<file path="config.mk">
export PLATFORM = sky130hd
export DESIGN_NAME = msg_host_framer
export DESIGN_NICKNAME = d
export VERILOG_FILES = /design/src/logic/msg_framer_pkg.sv /design/src/logic/msg_byte_sync.sv /design/src/logic/msg_host_framer.sv
export VERILOG_INCLUDE_DIRS = /design/src /design/src/logic
export SDC_FILE = /design/constraint.sdc
export NUM_CORES = 1
export LEC_CHECK = 0
export BUFFER_PORTS_ARGS = -buffer_cell sky130_fd_sc_hd__buf_2
export CORE_MARGIN = 8
export CORE_UTILIZATION = 26
export CTS_BUF_LIST = sky130_fd_sc_hd__clkbuf_4
export CTS_CLUSTER_DIAMETER = 100
export CTS_CLUSTER_SIZE = 12
export DETAILED_ROUTE_END_ITERATION = 10
export SLEW_MARGIN = 20
export SYNTH_ARGS = -nofsm -noshare
export SYNTH_HDL_FRONTEND = slang
export SYNTH_SLANG_ARGS = --single-unit
</file>
<file path="constraint.sdc">
create_clock -name pclk -period 9.6 [get_ports pclk]
set_clock_uncertainty 0.2 [all_clocks]
set_input_delay 0.48 -clock pclk [delete_from_list [all_inputs] [get_ports pclk]]
set_output_delay 0.48 -clock pclk [all_outputs]
set_load 0.01 [all_outputs]
</file>
<file path="src/logic/msg_framer_defs.svh">
// Constants for the binary message header framer.
`ifndef MSG_FRAMER_DEFS_SVH
`define MSG_FRAMER_DEFS_SVH
`define MF_START0        8'hC1
`define MF_START1        8'hC0
`define MF_FOOTER        32'hC5C4C3C2
`define MF_PROTO_VER     16'h1000
`define MF_HDR_LEN       6'd44
`define MF_OFS_FLAGS     6'd4
`define MF_OFS_ERR       6'd6
`define MF_OFS_TYPE      6'd8
`define MF_OFS_TAG       6'd12
`define MF_OFS_RSVD      6'd16
`define MF_OFS_CKTYPE    6'd22
`define MF_OFS_IMMLEN    6'd23
`define MF_OFS_IMM       6'd24
`define MF_OFS_REMAIN    6'd40
`define MF_CK_LEN        32'd16
`define MF_TRAILER_LEN   32'd20
`define MF_IMM_MAX       8'h10
`define MF_ERR_LAYOUT    16'd101
`define MF_ERR_PKTSIZE   16'd102
`define MF_ERR_HWREV     16'd103
`define MF_ERR_FLASHMAP  16'd104
`define MF_ERR_DEFERRED  16'd255
`define MF_FLAG_NACK     2
`define MF_FLAG_EXC      4
`define MF_REG_CTRL      12'h000
`define MF_REG_TYPE      12'h004
`define MF_REG_TAG       12'h008
`define MF_REG_IMM0      12'h00C
`define MF_REG_IMM1      12'h010
`define MF_REG_IMM2      12'h014
`define MF_REG_IMM3      12'h018
`define MF_REG_STATUS    12'h01C
`define MF_REG_RTYPE     12'h020
`define MF_REG_RTAG      12'h024
`define MF_REG_RERR      12'h028
`define MF_REG_RREMAIN   12'h02C
`define MF_REG_RIMM0     12'h030
`define MF_REG_PLEN      12'h034
`endif

</file>
<file path="src/logic/msg_framer_pkg.sv">
// Types shared by the message framer files.
package msg_framer_pkg;
   typedef struct packed {
      logic [31:0] cmd_type;
      logic [31:0] tag;
      logic [7:0]  imm_len;
      logic [127:0] imm;
   } req_hdr_s;
   typedef struct packed {
      logic [15:0] flags;
      logic [15:0] err;
      logic [31:0] cmd_type;
      logic [31:0] tag;
      logic [7:0]  ck_type;
      logic [7:0]  imm_len;
      logic [127:0] imm;
      logic [31:0] remain;
   } rsp_hdr_s;
   typedef enum logic [1:0] {TX_IDLE, TX_HDR, TX_TRAIL} tx_state_e;
   typedef enum logic [2:0] {RX_HUNT0, RX_HUNT1, RX_HDR, RX_BODY, RX_DONE} rx_state_e;
endpackage

</file>
<file path="src/logic/msg_byte_sync.sv">
// Two-flop synchroniser for pin inputs.
`timescale 1ns/1ps
module msg_byte_sync #(
   parameter int WIDTH = 1
) (
   input  wire logic             pclk,
   input  wire logic             presetn,
   input  wire logic [WIDTH-1:0] d,
   output logic      [WIDTH-1:0] q
);
   logic [WIDTH-1:0] meta_ff;
   initial begin
      if (WIDTH < 1) $error("WIDTH must be at least one");
   end
   always_ff @(posedge pclk or negedge presetn) begin
      if (!presetn) begin
         meta_ff <= '0;
         q       <= '0;
      end else begin
         meta_ff <= d;
         q       <= meta_ff;
      end
   end
endmodule

</file>
<file path="src/logic/msg_host_framer.sv">
// Host-side framer: builds requests and parses responses of the binary message protocol.
//
// Functional notes
// - Header order: marker, version, flags, error, type, tag, reserved, cktype, imm.
// - Every message starts with bytes C1 then C0; otherwise unframed.
// - Command type is the 32-bit field at byte offset 8.
// - Checksum type zero means no checksum; 16-byte block still sent.
// - Checksum type one means full MD5 digest, verified by receiver; this framer only flags a nonzero type in status.
// - Immediate length at offset 23 counts valid immediate bytes, zero to sixteen.
// - Operands in immediate area at offset 24 mean no payload appended.
// - Remaining length at offset 40 counts payload, checksum block and footer.
// - Payload length equals remaining length minus checksum and footer length.
// - Code 255 means deferred; neither acknowledgement nor negative acknowledgement.
// - Checksum block followed by footer C5C4C3C2, order not reversed.
// - Checksum covers start marker through last payload byte only.
// - Multi-byte integers travel least significant byte first.
`timescale 1ns/1ps
`include "msg_framer_defs.svh"
module msg_host_framer
   import msg_framer_pkg::*;
#(
   parameter int MAX_BODY = 64
) (
   input  wire logic        pclk,
   input  wire logic        presetn,
   input  wire logic        psel,
   input  wire logic        penable,
   input  wire logic        pwrite,
   input  wire logic [11:0] paddr,
   input  wire logic [31:0] pwdata,
   output logic      [31:0] prdata,
   output logic             pready,
   output logic             pslverr,
   output logic [7:0]       tx_data,
   output logic             tx_valid,
   input  wire logic        tx_ready,
   input  wire logic [7:0]  rx_data,
   input  wire logic        rx_valid
);
   initial begin
      if (MAX_BODY < 20) $error("MAX_BODY must cover checksum and footer");
   end

   // Pin inputs: the serial byte stream comes from outside this clock domain.
   logic [9:0] rx_sync;
   logic [9:0] rx_pins;
   // Ready shares the synchroniser; only its rising edge takes a byte, so a slow ready
   // that stays high never takes two bytes.
   assign rx_pins = {tx_ready, rx_valid, rx_data};
   msg_byte_sync #(.WIDTH(10)) u_sync (
      .pclk    (pclk),
      .presetn (presetn),
      .d       (rx_pins),
      .q       (rx_sync)
   );
   wire       rdy_s  = rx_sync[9];
   wire       rv_s   = rx_sync[8];
   wire [7:0] rb_s   = rx_sync[7:0];
   logic      rv_d_ff;
   wire       rx_stb = rv_s & ~rv_d_ff;

   // Request registers written by software.
   req_hdr_s  req_ff;
   logic      go_ff;
   wire       wr  = psel & penable & pwrite;
   wire [4:0] imm_word = 5'(paddr[4:2] - 3'd3);

   // Transmitter.
   tx_state_e tx_st_ff;
   logic [5:0] tx_idx_ff;
   logic [7:0] tx_byte;
   logic [7:0] tx_data_ff;
   logic       tx_valid_ff;
   logic       rdy_d_ff;
   wire        tx_take = tx_valid_ff & rdy_s & ~rdy_d_ff;
   wire [7:0]  imm_len_cl = (req_ff.imm_len > `MF_IMM_MAX) ? `MF_IMM_MAX : req_ff.imm_len;
   wire [3:0]  imm_b = 4'(tx_idx_ff - `MF_OFS_IMM);
   wire [127:0] imm_sh = req_ff.imm >> {imm_b, 3'b000};
   wire [1:0]  ty_b = 2'(tx_idx_ff - `MF_OFS_TYPE);
   wire [1:0]  tg_b = 2'(tx_idx_ff - `MF_OFS_TAG);
   wire [1:0]  rm_b = 2'(tx_idx_ff - `MF_OFS_REMAIN);
   wire [31:0] tx_trail = `MF_TRAILER_LEN;
   wire [31:0] ftr = `MF_FOOTER;

   always_comb begin
      tx_byte = 8'h00;
      if (tx_idx_ff == 6'd0)                 tx_byte = `MF_START0;
      else if (tx_idx_ff == 6'd1)            tx_byte = `MF_START1;
      else if (tx_idx_ff == 6'd2)            tx_byte = 8'(`MF_PROTO_VER);
      else if (tx_idx_ff == 6'd3)            tx_byte = 8'(`MF_PROTO_VER >> 8);
      else if (tx_idx_ff < `MF_OFS_TYPE)     tx_byte = 8'h00;
      else if (tx_idx_ff < `MF_OFS_TAG)      tx_byte = 8'(req_ff.cmd_type >> {ty_b, 3'b000});
      else if (tx_idx_ff < `MF_OFS_RSVD)     tx_byte = 8'(req_ff.tag >> {tg_b, 3'b000});
      else if (tx_idx_ff < `MF_OFS_CKTYPE)   tx_byte = 8'h00;
      // Type zero is always sent, so no digest has to be computed over the message.
      else if (tx_idx_ff == `MF_OFS_CKTYPE)  tx_byte = 8'h00;
      else if (tx_idx_ff == `MF_OFS_IMMLEN)  tx_byte = imm_len_cl;
      else if (tx_idx_ff < `MF_OFS_REMAIN)   tx_byte = (imm_b < imm_len_cl[4:0]) ? imm_sh[7:0] : 8'h00;
      else                                   tx_byte = 8'(tx_trail >> {rm_b, 3'b000});
   end
   // The trailer: sixteen zero bytes then footer bytes C5 C4 C3 C2.
   wire [7:0] trail_byte = (tx_idx_ff < 6'd16) ? 8'h00 :
                           8'(ftr >> {2'(2'd3 - tx_idx_ff[1:0]), 3'b000});

   always_ff @(posedge pclk or negedge presetn) begin
      if (!presetn) begin
         tx_st_ff    <= TX_IDLE;
         tx_idx_ff   <= 6'd0;
         tx_data_ff  <= 8'h00;
         tx_valid_ff <= 1'b0;
         rdy_d_ff    <= 1'b0;
      end else begin
         rdy_d_ff <= rdy_s;
         case (tx_st_ff)
            TX_IDLE: if (go_ff) begin
               tx_st_ff  <= TX_HDR;
               tx_idx_ff <= 6'd0;
            end
            TX_HDR: if (!tx_valid_ff) begin
               tx_data_ff  <= tx_byte;
               tx_valid_ff <= 1'b1;
            end else if (tx_take) begin
               tx_valid_ff <= 1'b0;
               if (tx_idx_ff == `MF_HDR_LEN - 6'd1) begin
                  tx_st_ff  <= TX_TRAIL;
                  tx_idx_ff <= 6'd0;
               end else tx_idx_ff <= tx_idx_ff + 6'd1;
            end
            TX_TRAIL: if (!tx_valid_ff) begin
               tx_data_ff  <= trail_byte;
               tx_valid_ff <= 1'b1;
            end else if (tx_take) begin
               tx_valid_ff <= 1'b0;
               if (tx_idx_ff == 6'd19) tx_st_ff <= TX_IDLE;
               else tx_idx_ff <= tx_idx_ff + 6'd1;
            end
            default: tx_st_ff <= TX_IDLE;
         endcase
      end
   end
   assign tx_data  = tx_data_ff;
   assign tx_valid = tx_valid_ff;

   // Receiver.
   rx_state_e  rx_st_ff;
   logic [5:0] rx_idx_ff;
   logic [31:0] rx_cnt_ff;
   rsp_hdr_s   rsp_ff;
   logic       rx_done_ff;
   logic       rx_unfr_ff;
   logic       rx_over_ff;
   logic [31:0] plen_ff;
   wire [4:0]  ri = 5'(rx_idx_ff - `MF_OFS_IMM);
   wire [1:0]  rb = rx_idx_ff[1:0];
   wire [31:0] rx_body_len = rsp_ff.remain;
   wire        rsp_deferred = rsp_ff.err == `MF_ERR_DEFERRED;
   wire        rsp_nack = rsp_ff.flags[`MF_FLAG_NACK] & ~rsp_deferred;
   wire        rsp_err_bad = (rsp_ff.err != 16'h0000) &
                             ~(rsp_ff.flags[`MF_FLAG_NACK] | rsp_ff.flags[`MF_FLAG_EXC]);
   wire        rsp_dev_err = (rsp_ff.err >= `MF_ERR_LAYOUT) & (rsp_ff.err <= `MF_ERR_FLASHMAP);
   wire        imm_valid = (plen_ff == 32'd0);
   // Digests are not checked here: a response with a nonzero checksum type is only
   // flagged, and software must verify it before trusting the data.
   wire        ck_unchecked = rsp_ff.ck_type != 8'h00;

   always_ff @(posedge pclk or negedge presetn) begin
      if (!presetn) begin
         rx_st_ff   <= RX_HUNT0;
         rx_idx_ff  <= 6'd0;
         rx_cnt_ff  <= 32'd0;
         rsp_ff     <= '0;
         rx_unfr_ff <= 1'b0;
         rx_over_ff <= 1'b0;
         plen_ff    <= 32'd0;
         rv_d_ff    <= 1'b0;
      end else begin
         rv_d_ff <= rv_s;
         // The clear comes first so that a mismatch in the same cycle wins over it.
         if (wr && paddr == `MF_REG_STATUS && pwdata[1]) rx_unfr_ff <= 1'b0;
         if (rx_stb) begin
            case (rx_st_ff)
               RX_HUNT0: if (rb_s == `MF_START0) rx_st_ff <= RX_HUNT1;
                         else rx_unfr_ff <= 1'b1;
               RX_HUNT1: if (rb_s == `MF_START1) begin
                  rx_st_ff  <= RX_HDR;
                  rx_idx_ff <= 6'd2;
               end else if (rb_s != `MF_START0) begin
                  rx_st_ff   <= RX_HUNT0;
                  rx_unfr_ff <= 1'b1;
               end
               RX_HDR: begin
                  rx_idx_ff <= rx_idx_ff + 6'd1;
                  if (rx_idx_ff >= `MF_OFS_FLAGS && rx_idx_ff < `MF_OFS_ERR)
                     rsp_ff.flags[{rb[0], 3'b000} +: 8] <= rb_s;
                  else if (rx_idx_ff >= `MF_OFS_ERR && rx_idx_ff < `MF_OFS_TYPE)
                     rsp_ff.err[{rb[0], 3'b000} +: 8] <= rb_s;
                  else if (rx_idx_ff >= `MF_OFS_TYPE && rx_idx_ff < `MF_OFS_TAG)
                     rsp_ff.cmd_type[{rb, 3'b000} +: 8] <= rb_s;
                  else if (rx_idx_ff >= `MF_OFS_TAG && rx_idx_ff < `MF_OFS_RSVD)
                     rsp_ff.tag[{rb, 3'b000} +: 8] <= rb_s;
                  else if (rx_idx_ff == `MF_OFS_CKTYPE) rsp_ff.ck_type <= rb_s;
                  else if (rx_idx_ff == `MF_OFS_IMMLEN) rsp_ff.imm_len <= rb_s;
                  else if (rx_idx_ff >= `MF_OFS_IMM && rx_idx_ff < `MF_OFS_REMAIN)
                     rsp_ff.imm[{ri[3:0], 3'b000} +: 8] <= rb_s;
                  else if (rx_idx_ff >= `MF_OFS_REMAIN)
                     rsp_ff.remain[{rb, 3'b000} +: 8] <= rb_s;
                  if (rx_idx_ff == `MF_HDR_LEN - 6'd1) begin
                     rx_st_ff  <= RX_BODY;
                     rx_cnt_ff <= 32'd0;
                  end
               end
               RX_BODY: begin
                  rx_cnt_ff <= rx_cnt_ff + 32'd1;
                  if (rx_cnt_ff + 32'd1 >= rx_body_len) rx_st_ff <= RX_DONE;
               end
               default: rx_st_ff <= rx_st_ff;
            endcase
         end
         // A length below the trailer size is malformed; the frame is closed at once
         // rather than waiting for bytes that never come.
         if (rx_st_ff == RX_BODY && rx_body_len < `MF_TRAILER_LEN) rx_st_ff <= RX_DONE;
         if (rx_st_ff == RX_BODY && rx_cnt_ff == 32'd0) begin
            // The body is still read to its end so that the stream stays in step.
            rx_over_ff <= rx_body_len > 32'(MAX_BODY);
            plen_ff <= (rx_body_len > `MF_TRAILER_LEN) ? rx_body_len - `MF_TRAILER_LEN : 32'd0;
         end
         if (rx_st_ff == RX_DONE) rx_st_ff <= RX_HUNT0;
      end
   end

   always_ff @(posedge pclk or negedge presetn) begin
      if (!presetn) rx_done_ff <= 1'b0;
      else if (rx_st_ff == RX_DONE) rx_done_ff <= 1'b1;
      else if (wr && paddr == `MF_REG_STATUS && pwdata[0]) rx_done_ff <= 1'b0;
   end

   // APB slave, zero wait states.
   always_ff @(posedge pclk or negedge presetn) begin
      if (!presetn) begin
         req_ff  <= '0;
         go_ff   <= 1'b0;
         prdata  <= 32'h0000_0000;
      end else begin
         // A start while a request is still going out is dropped, not queued.
         go_ff <= wr && paddr == `MF_REG_CTRL && pwdata[0] && tx_st_ff == TX_IDLE;
         if (wr) begin
            if (paddr == `MF_REG_TYPE) req_ff.cmd_type <= pwdata;
            if (paddr == `MF_REG_TAG)  req_ff.tag <= pwdata;
            if (paddr == `MF_REG_CTRL) req_ff.imm_len <= pwdata[15:8];
            if (paddr >= `MF_REG_IMM0 && paddr <= `MF_REG_IMM3)
               req_ff.imm[{imm_word[1:0], 5'b00000} +: 32] <= pwdata;
         end
         if (psel && !penable && !pwrite) begin
            case (paddr)
               `MF_REG_CTRL:    prdata <= {16'h0000, req_ff.imm_len, 7'h00, tx_st_ff != TX_IDLE};
               `MF_REG_TYPE:    prdata <= req_ff.cmd_type;
               `MF_REG_TAG:     prdata <= req_ff.tag;
               `MF_REG_STATUS:  prdata <= {23'h000000, ck_unchecked, imm_valid, rsp_dev_err,
                                           rsp_err_bad,
                                           rsp_deferred, rsp_nack, rx_over_ff, rx_unfr_ff,
                                           rx_done_ff};
               `MF_REG_RTYPE:   prdata <= rsp_ff.cmd_type;
               `MF_REG_RTAG:    prdata <= rsp_ff.tag;
               `MF_REG_RERR:    prdata <= {rsp_ff.flags, rsp_ff.err};
               `MF_REG_RREMAIN: prdata <= rsp_ff.remain;
               `MF_REG_RIMM0:   prdata <= imm_valid ? rsp_ff.imm[31:0] : 32'h0000_0000;
               `MF_REG_PLEN:    prdata <= plen_ff;
               default:         prdata <= 32'h0000_0000;
            endcase
         end
      end
   end
   assign pready  = 1'b1;
   assign pslverr = 1'b0;

   a_tx_marker: assert property (@(posedge pclk) disable iff (!presetn)
      (tx_st_ff == TX_HDR && tx_idx_ff == 6'd0 && tx_valid_ff) |-> tx_data_ff == `MF_START0)
      else $error("first request byte is not the start marker");
   a_tx_footer: assert property (@(posedge pclk) disable iff (!presetn)
      (tx_st_ff == TX_TRAIL && tx_idx_ff == 6'd16 && tx_valid_ff) |-> tx_data_ff == 8'hC5)
      else $error("footer first byte wrong");
   a_tx_hold: assert property (@(posedge pclk) disable iff (!presetn)
      (tx_valid_ff && !tx_take) |=> tx_valid_ff && $stable(tx_data_ff))
      else $error("transmit byte changed before it was taken");
   a_rx_plen: assert property (@(posedge pclk) disable iff (!presetn)
      (rx_st_ff == RX_DONE && rx_body_len >= `MF_TRAILER_LEN)
      |-> plen_ff == rx_body_len - `MF_TRAILER_LEN)
      else $error("payload length mismatch");
   a_tx_remain: assert property (@(posedge pclk) disable iff (!presetn)
      (tx_st_ff == TX_HDR && tx_idx_ff == `MF_OFS_REMAIN && tx_valid_ff)
      |-> tx_data_ff == 8'(`MF_TRAILER_LEN))
      else $error("remaining length low byte wrong");
   a_rx_done_set: assert property (@(posedge pclk) disable iff (!presetn)
      (rx_st_ff == RX_DONE) |=> rx_done_ff)
      else $error("done flag not set after a complete response");
   a_rx_resync: assert property (@(posedge pclk) disable iff (!presetn)
      (rx_stb && rx_st_ff == RX_HUNT1 && rb_s != `MF_START1 && rb_s != `MF_START0)
      |=> rx_st_ff == RX_HUNT0 && rx_unfr_ff)
      else $error("marker mismatch not flagged or hunt not restarted");
endmodule

</file>
* After elaboration in Yosys (flattened, before gate mapping)
Index checks and enable logic that the tools add are counted.
** Word-level totals
- Output and inout bits :: 43
- Bits in registers :: 612
- Memory bits (read-only) :: 0
- Bits in latches :: 0
- RAM bits :: 0
- Bits of input ports :: 59
- Memories kept :: 0
- Logic and storage cells :: 265
** Cells by class
- Mux-type cells :: 66
- Bitwise gates (word level) :: 20
- Eq/ne operators :: 45
- Multipliers :: 0
- Div/mod/pow operators :: 0
- Add/sub/neg operators :: 15
- Shifts and indexed selects :: 13
- Magnitude comparators :: 26
- Reduce and logical (&&, ||, !) cells :: 52
** Operator list (number)
- case mux 32 bit (10 select lines) :: 1
- bitwise mux 128 bit :: 2
- two-way mux 8 bit :: 16
- variable shift 32 x 9 -> 128 bit (first input constant) :: 1
- variable shift 8 x 9 -> 128 bit (first input constant) :: 1
- indexed part select 32 x 9 -> 128 bit :: 1
- indexed part select 8 x 9 -> 128 bit :: 1
- right shift 128 x 7 -> 8 bit :: 1
- bitwise mux 32 bit :: 3
- two-way mux 32 bit :: 3
- equality test 12 x 6 -> 1 bit (second input constant) :: 6
- logical NOT 32 bit :: 2
- case mux 32 bit (2 select lines) :: 1
- right shift 32 x 5 -> 8 bit :: 2
- two-way mux 6 bit :: 8
- adder 32 x 1 -> 32 bit (second input constant) :: 1
- bitwise mux 16 bit :: 2
- greater-or-equal comparator 32 bit :: 1
- greater-than comparator 32 x 5 -> 1 bit (second input constant) :: 1
- greater-than comparator 32 x 7 -> 1 bit (second input constant) :: 1
- less-than comparator 32 x 5 -> 1 bit (second input constant) :: 1
- variable shift 8 x 7 -> 32 bit (first input constant) :: 1
- indexed part select 8 x 7 -> 32 bit :: 1
- right shift 32 x 5 -> 8 bit (first input constant) :: 1
- 77 further kinds :: 178

* Depth between registers and ports, before layout
- Depth in word-level cells :: 17
- Mapped depth :: 13
- Gate-level depth less buffers :: 12

* By module
A second synthesis with hierarchy kept.
** Second synthesis, totals
- Cells, all modules :: 2518
- Area, all modules :: 26088.8 um2
** By module, submodules not included
- msg_host_framer :: seq. area each 12411.9 um2, cells an instance 2498, area each 25588.3 um2, instances 1
- msg_byte_sync :: seq. area each 500.5 um2, cells an instance 20, area each 500.5 um2, instances 1

* Worst setup path after synthesis
OpenSTA, ideal clock, no wires.
- Path kind :: reg2reg
- From :: register rx_cnt_ff[2]
- To :: register rx_st_ff[0]
- Path buffers :: 1
- Stages on the path, launching flop included :: 14
- Data required time :: 9275 ps
- Path slack :: 5972 ps
- Clock period less this slack :: 3628 ps
- Setup time :: 125 ps
- Arrival :: 3303 ps
- Path through :: dfrtp_1 > clkbuf_1 > and4_1 > nand4_1 > nor4_2 > nand2_1 > xnor2_1 > ha_1 > a21o_1 > a21o_1 > a221oi_1 > nand3_1 > o21ai_0 > mux2_2
** Between the ends
- Cells in the longest elaborated chain, start to end :: 4
** RTL lines
- start: declaration :: line msg_host_framer.sv:147 : logic [31:0] rx_cnt_ff;
- start signal: assignment :: line msg_host_framer.sv:213 : rx_cnt_ff <= rx_cnt_ff + 32'd1;
- adder 32 x 1 -> 32 bit :: line msg_host_framer.sv:214 : if (rx_cnt_ff + 32'd1 >= rx_body_len) rx_st_ff <= RX_DONE;
- greater-or-equal comparator 32 bit :: line msg_host_framer.sv:214
- != test 4 x 2 -> 1 bit (no line)
- AND reduction 6 bit (no line)
- end signal: assignment :: line msg_host_framer.sv:216 : default: rx_st_ff <= rx_st_ff;
- end: declaration :: line msg_host_framer.sv:145 : rx_state_e rx_st_ff;
Every way passes these cells.
A chain may end at the register's enable or synchronous reset.

* Worst setup path after layout
Ends and elaborated chain as after synthesis.

==> flow_metrics.tcl <==
set metrics [dict create \
    post_synth_xor_area_fraction_pct 1.83 \
    detail_route.wirelength_mm 88.0 \
    io_pins 102 \
    grt_remaining_overflow 0 \
    min_period_over_period_pct 46.0 \
    maxClockFrequency_ghz 0.226 \
    dr.pass1.iters 6 \
    place.detailed.instances 3744 \
    pwr_density_cell_nw_per_um2 126 \
    netlist_area_um2 26300 \
    synth_simple_gate_area_share_pct 13.7 \
    final_period_minus_worst_setup_slack_ns 4.42 \
    final_hold_viol_count 0 \
    hpwlAfterDp_mm 61.9 \
    path_common_cell "sky130_fd_sc_hd__nand4_1" \
    global_route_wire_length_before_repair_mm 132 \
    synthesis.nets 2595 \
    num_vias 20504 \
    synth-async-reset-ratio_pct 100 \
    floorplan.die_area_um2 111000 \
    grt_pass1_vias 19634 \
    fin_cells 3859 \
    synth_enable_flop_cells 0 \
    worstMarginPinSlew_ns 1.15 \
    cp_cell_sequence "and4_1, nand4_1, nor4_2, nand4_1, xnor2_1, ha_1, nand4_1, nor4_1, o211a_1, o31a_1, o21ai_0, mux2_2" \
    tritoncts_clock_tree "yes" \
    design_power_total_mw 3.66 \
    max-cap-violations 0 \
    maximum_number_of_pins_on_one_net_before_global_route_repair 169 \
    number_of_antenna_violating_nets_in_the_routed_design 0 \
    netlist-cell-type-count 75 \
    cts-root-buf "sky130_fd_sc_hd__clkbuf_4" \
    placeableCoreArea_um2 100000 \
    slowest_delay_ns 0.66 \
    yosysWarningCount 0 \
    max-clock-path-buffers 3 \
    startpoint "rx_cnt_ff[2]" \
    clock_sink_count 516 \
    n_fill_cell 10396 \
    place.gp.congestion 0.890 \
    worstPathRequired_ns 10.18 \
    final.setup.worst_slack_ns 5.18 \
    iteration_0_drc_count_of_the_detailed_router 2210 \
    final-max-slew-violation-count 0 \
    area_growth_pct 10.6 \
    rsz0062_at_grt "no" \
    cts-buffers-inserted 49 \
    worst_setup_end_kind "flip-flop" \
    grt_use_total_pct 15.2 \
    detailedPlace.worstSlack_ns 5.26 \
    finalSetupViolations 0 \
    timing.critical_path.buf_inv 0 \
    yosys_register_bits 516 \
    setup.worst_path.class "flip-flop to flip-flop" \
    final_layout_size_suffix_gt1_share_pct 18.3 \
    synthCells 2477 \
    worst_r2r_startpoint "rx_cnt_ff[2]" \
    max-slew-margin-rel_pct 22.4 \
    clk_transition_reported_paths_ns 0.14 \
    area_fraction_in_compound_gates_after_synthesis_pct 14.5 \
    effective_utilization_at_floorplan_pct 26.2 \
    worst-endpoint-arrival_ns 4.99 \
    clk-insertion-delay-late_ns 0.87 \
    quantity_of_i_o_buffers_inserted_on_ports 99 \
    layout_commonest_cell "sky130_fd_sc_hd__dfrtp_1" \
    tns_ns 0 \
    htree_levels 2 \
    cpLargestDelayFamily "simple AND/OR/NAND/NOR gates" \
    post_synth_mux_area_share_pct 14.3 \
    die_w_um 334 \
    grt_antenna_before_repair 11 \
    synth_flop_cell "sky130_fd_sc_hd__dfrtp_1" \
    layout.cells.most_common_list "514 x sky130_fd_sc_hd__dfrtp_1, 398 x sky130_fd_sc_hd__nand2_1, 204 x sky130_fd_sc_hd__o21ai_0, 178 x sky130_fd_sc_hd__mux2_2, 105 x sky130_fd_sc_hd__o31ai_1" \
    hold_path.class "primary input to asynchronous set/reset pin" \
    synth_top_family_by_area "compound AO/OA/AOI/OAI gates" \
    vias_per_cell 5.31 \
    outcome "finished, final reports clean" \
    layout.cell_area.non_filler_um2 29000 \
    cp-start-kind "flip-flop" \
    routedWlPerCell_um 22.8 \
    static-leakage-power_nw 12.6 \
    post_synth_fa_ha_maj_area_fraction_pct 2.81 \
    vdd_ir_drop_max_mv 0.0661 \
    drt_drc_violations_left 0 \
    cp_slowest_cell "sky130_fd_sc_hd__nor4_1" \
    syn_avg_cell_area_um2 10.6 \
    path_max_fanout 8 \
    placed_area_um2 28000 \
    postLayoutCoreUtil_pct 29.0 \
    synth-seq-area-share_pct 49.2 \
    die_extent_in_y_um 334 \
    timing.hold.ws_ns 0.0634 \
    cts_setup_buffers 0 \
    fp-row-count 116 \
    finalNetCount 2669 \
]
## per-layer routing
| layer | share of wire, % | wire, um | GRT usage, % | vias up |
|---|---|---|---|---|
| li1 | - | - | - | 9148 |
| met3 | 7.9 | 6950 | 2.80 | 139 |
| met4 | 2.7 | 2410 | 4.20 | 0 |
| met1 | 45 | 39900 | 22.0 | 10401 |
| met5 | 0 | 0 | 0 | - |
| met2 | 44 | 38800 | 23.1 | 816 |
## logic make-up after synthesis
group / Yosys count
AO/OA/AOI/OAI: 570
XOR/XNOR: 55
adder cells (fa/ha/maj): 59
buffers and inverters: 240
flip-flops: 516
multiplexers: 283
other: 2
AND/OR/NAND/NOR: 752
## cell type report
type,count,area [um2],area share (%)
flip-flops and latches,516,12900,44.5
multi-input cells,1721,12400,42.8
well taps,1298,1620,5.59
repair buffers,186,1330,4.56
clock buffers,52,390,1.34
inverters,77,289,0.995
clock inverters,4,52.6,0.181
diodes,5,12.5,0.0431
## synth_stat cells, drive strengths merged, types with 31 or more instances
library cell | count | area share (%)
a211oi | 32 | 0.96
a21oi | 44 | 0.84
a22o | 40 | 1.3
a22oi | 34 | 0.97
buf | 47 | 0.88
clkbuf | 116 | 1.7
dfrtp | 516 | 49
ha | 59 | 2.8
inv | 77 | 1.1
mux2 | 178 | 7.6
mux2i | 49 | 1.9
mux4 | 56 | 4.8
nand2 | 401 | 5.8
nand2b | 46 | 1.1
nand3 | 39 | 0.74
nor2 | 92 | 1.3
nor3 | 31 | 0.75
nor4 | 39 | 1.2
o21ai | 211 | 4.0
o31ai | 105 | 3.0
xnor2 | 45 | 1.5
## sequential cells by signal, summed over array words and instances, names as in the netlist
register / count
rx_cnt_ff: 32
plen_ff: 32
u_sync.meta_ff: 10
tx_valid: 1
rv_d_ff: 1
req_ff: 200
tx_data: 8
go_ff: 1
rx_idx_ff: 6
rdy_d_ff: 1
u_sync.q: 10
tx_idx_ff: 6
rx_unfr_ff: 1
rx_done_ff: 1
prdata: 32
tx_st_ff: 2
rx_st_ff: 3
rx_over_ff: 1
rx_body_len: 32
rsp_ff: 136
## where the power goes
| group | internal, mW | switching [mW] | total [mW] |
|---|---|---|---|
| combinational | 0.137 | 0.275 | 0.412 |
| clock | 0.280 | 0.739 | 1.02 |
| sequential | 2.20 | 0.0363 | 2.23 |
| total | 2.61 | 1.05 | 3.66 |
## path summary, 6_finish.rpt
path / end / slack (ns) / depth (start not counted)
setup / recovery: rx_st_ff[0] / 5.18 / 12
hold / removal: prdata[16] / 0.06 / 2
setup reg to reg: rx_st_ff[0] / 5.18 / 12
hold reg to reg: u_sync.q[7] / 0.14 / 0
max in group asynchronous: rx_idx_ff[4] / 7.29 / 5
min in group pclk: u_sync.meta_ff[8] / 0.08 / 2
## timing repair
item                                   CTS  global route
resized for setup                        0             0
hold buffers                            52             0
endpoints found under the hold margin  303             0
Power figures use the tool's default switching activity.
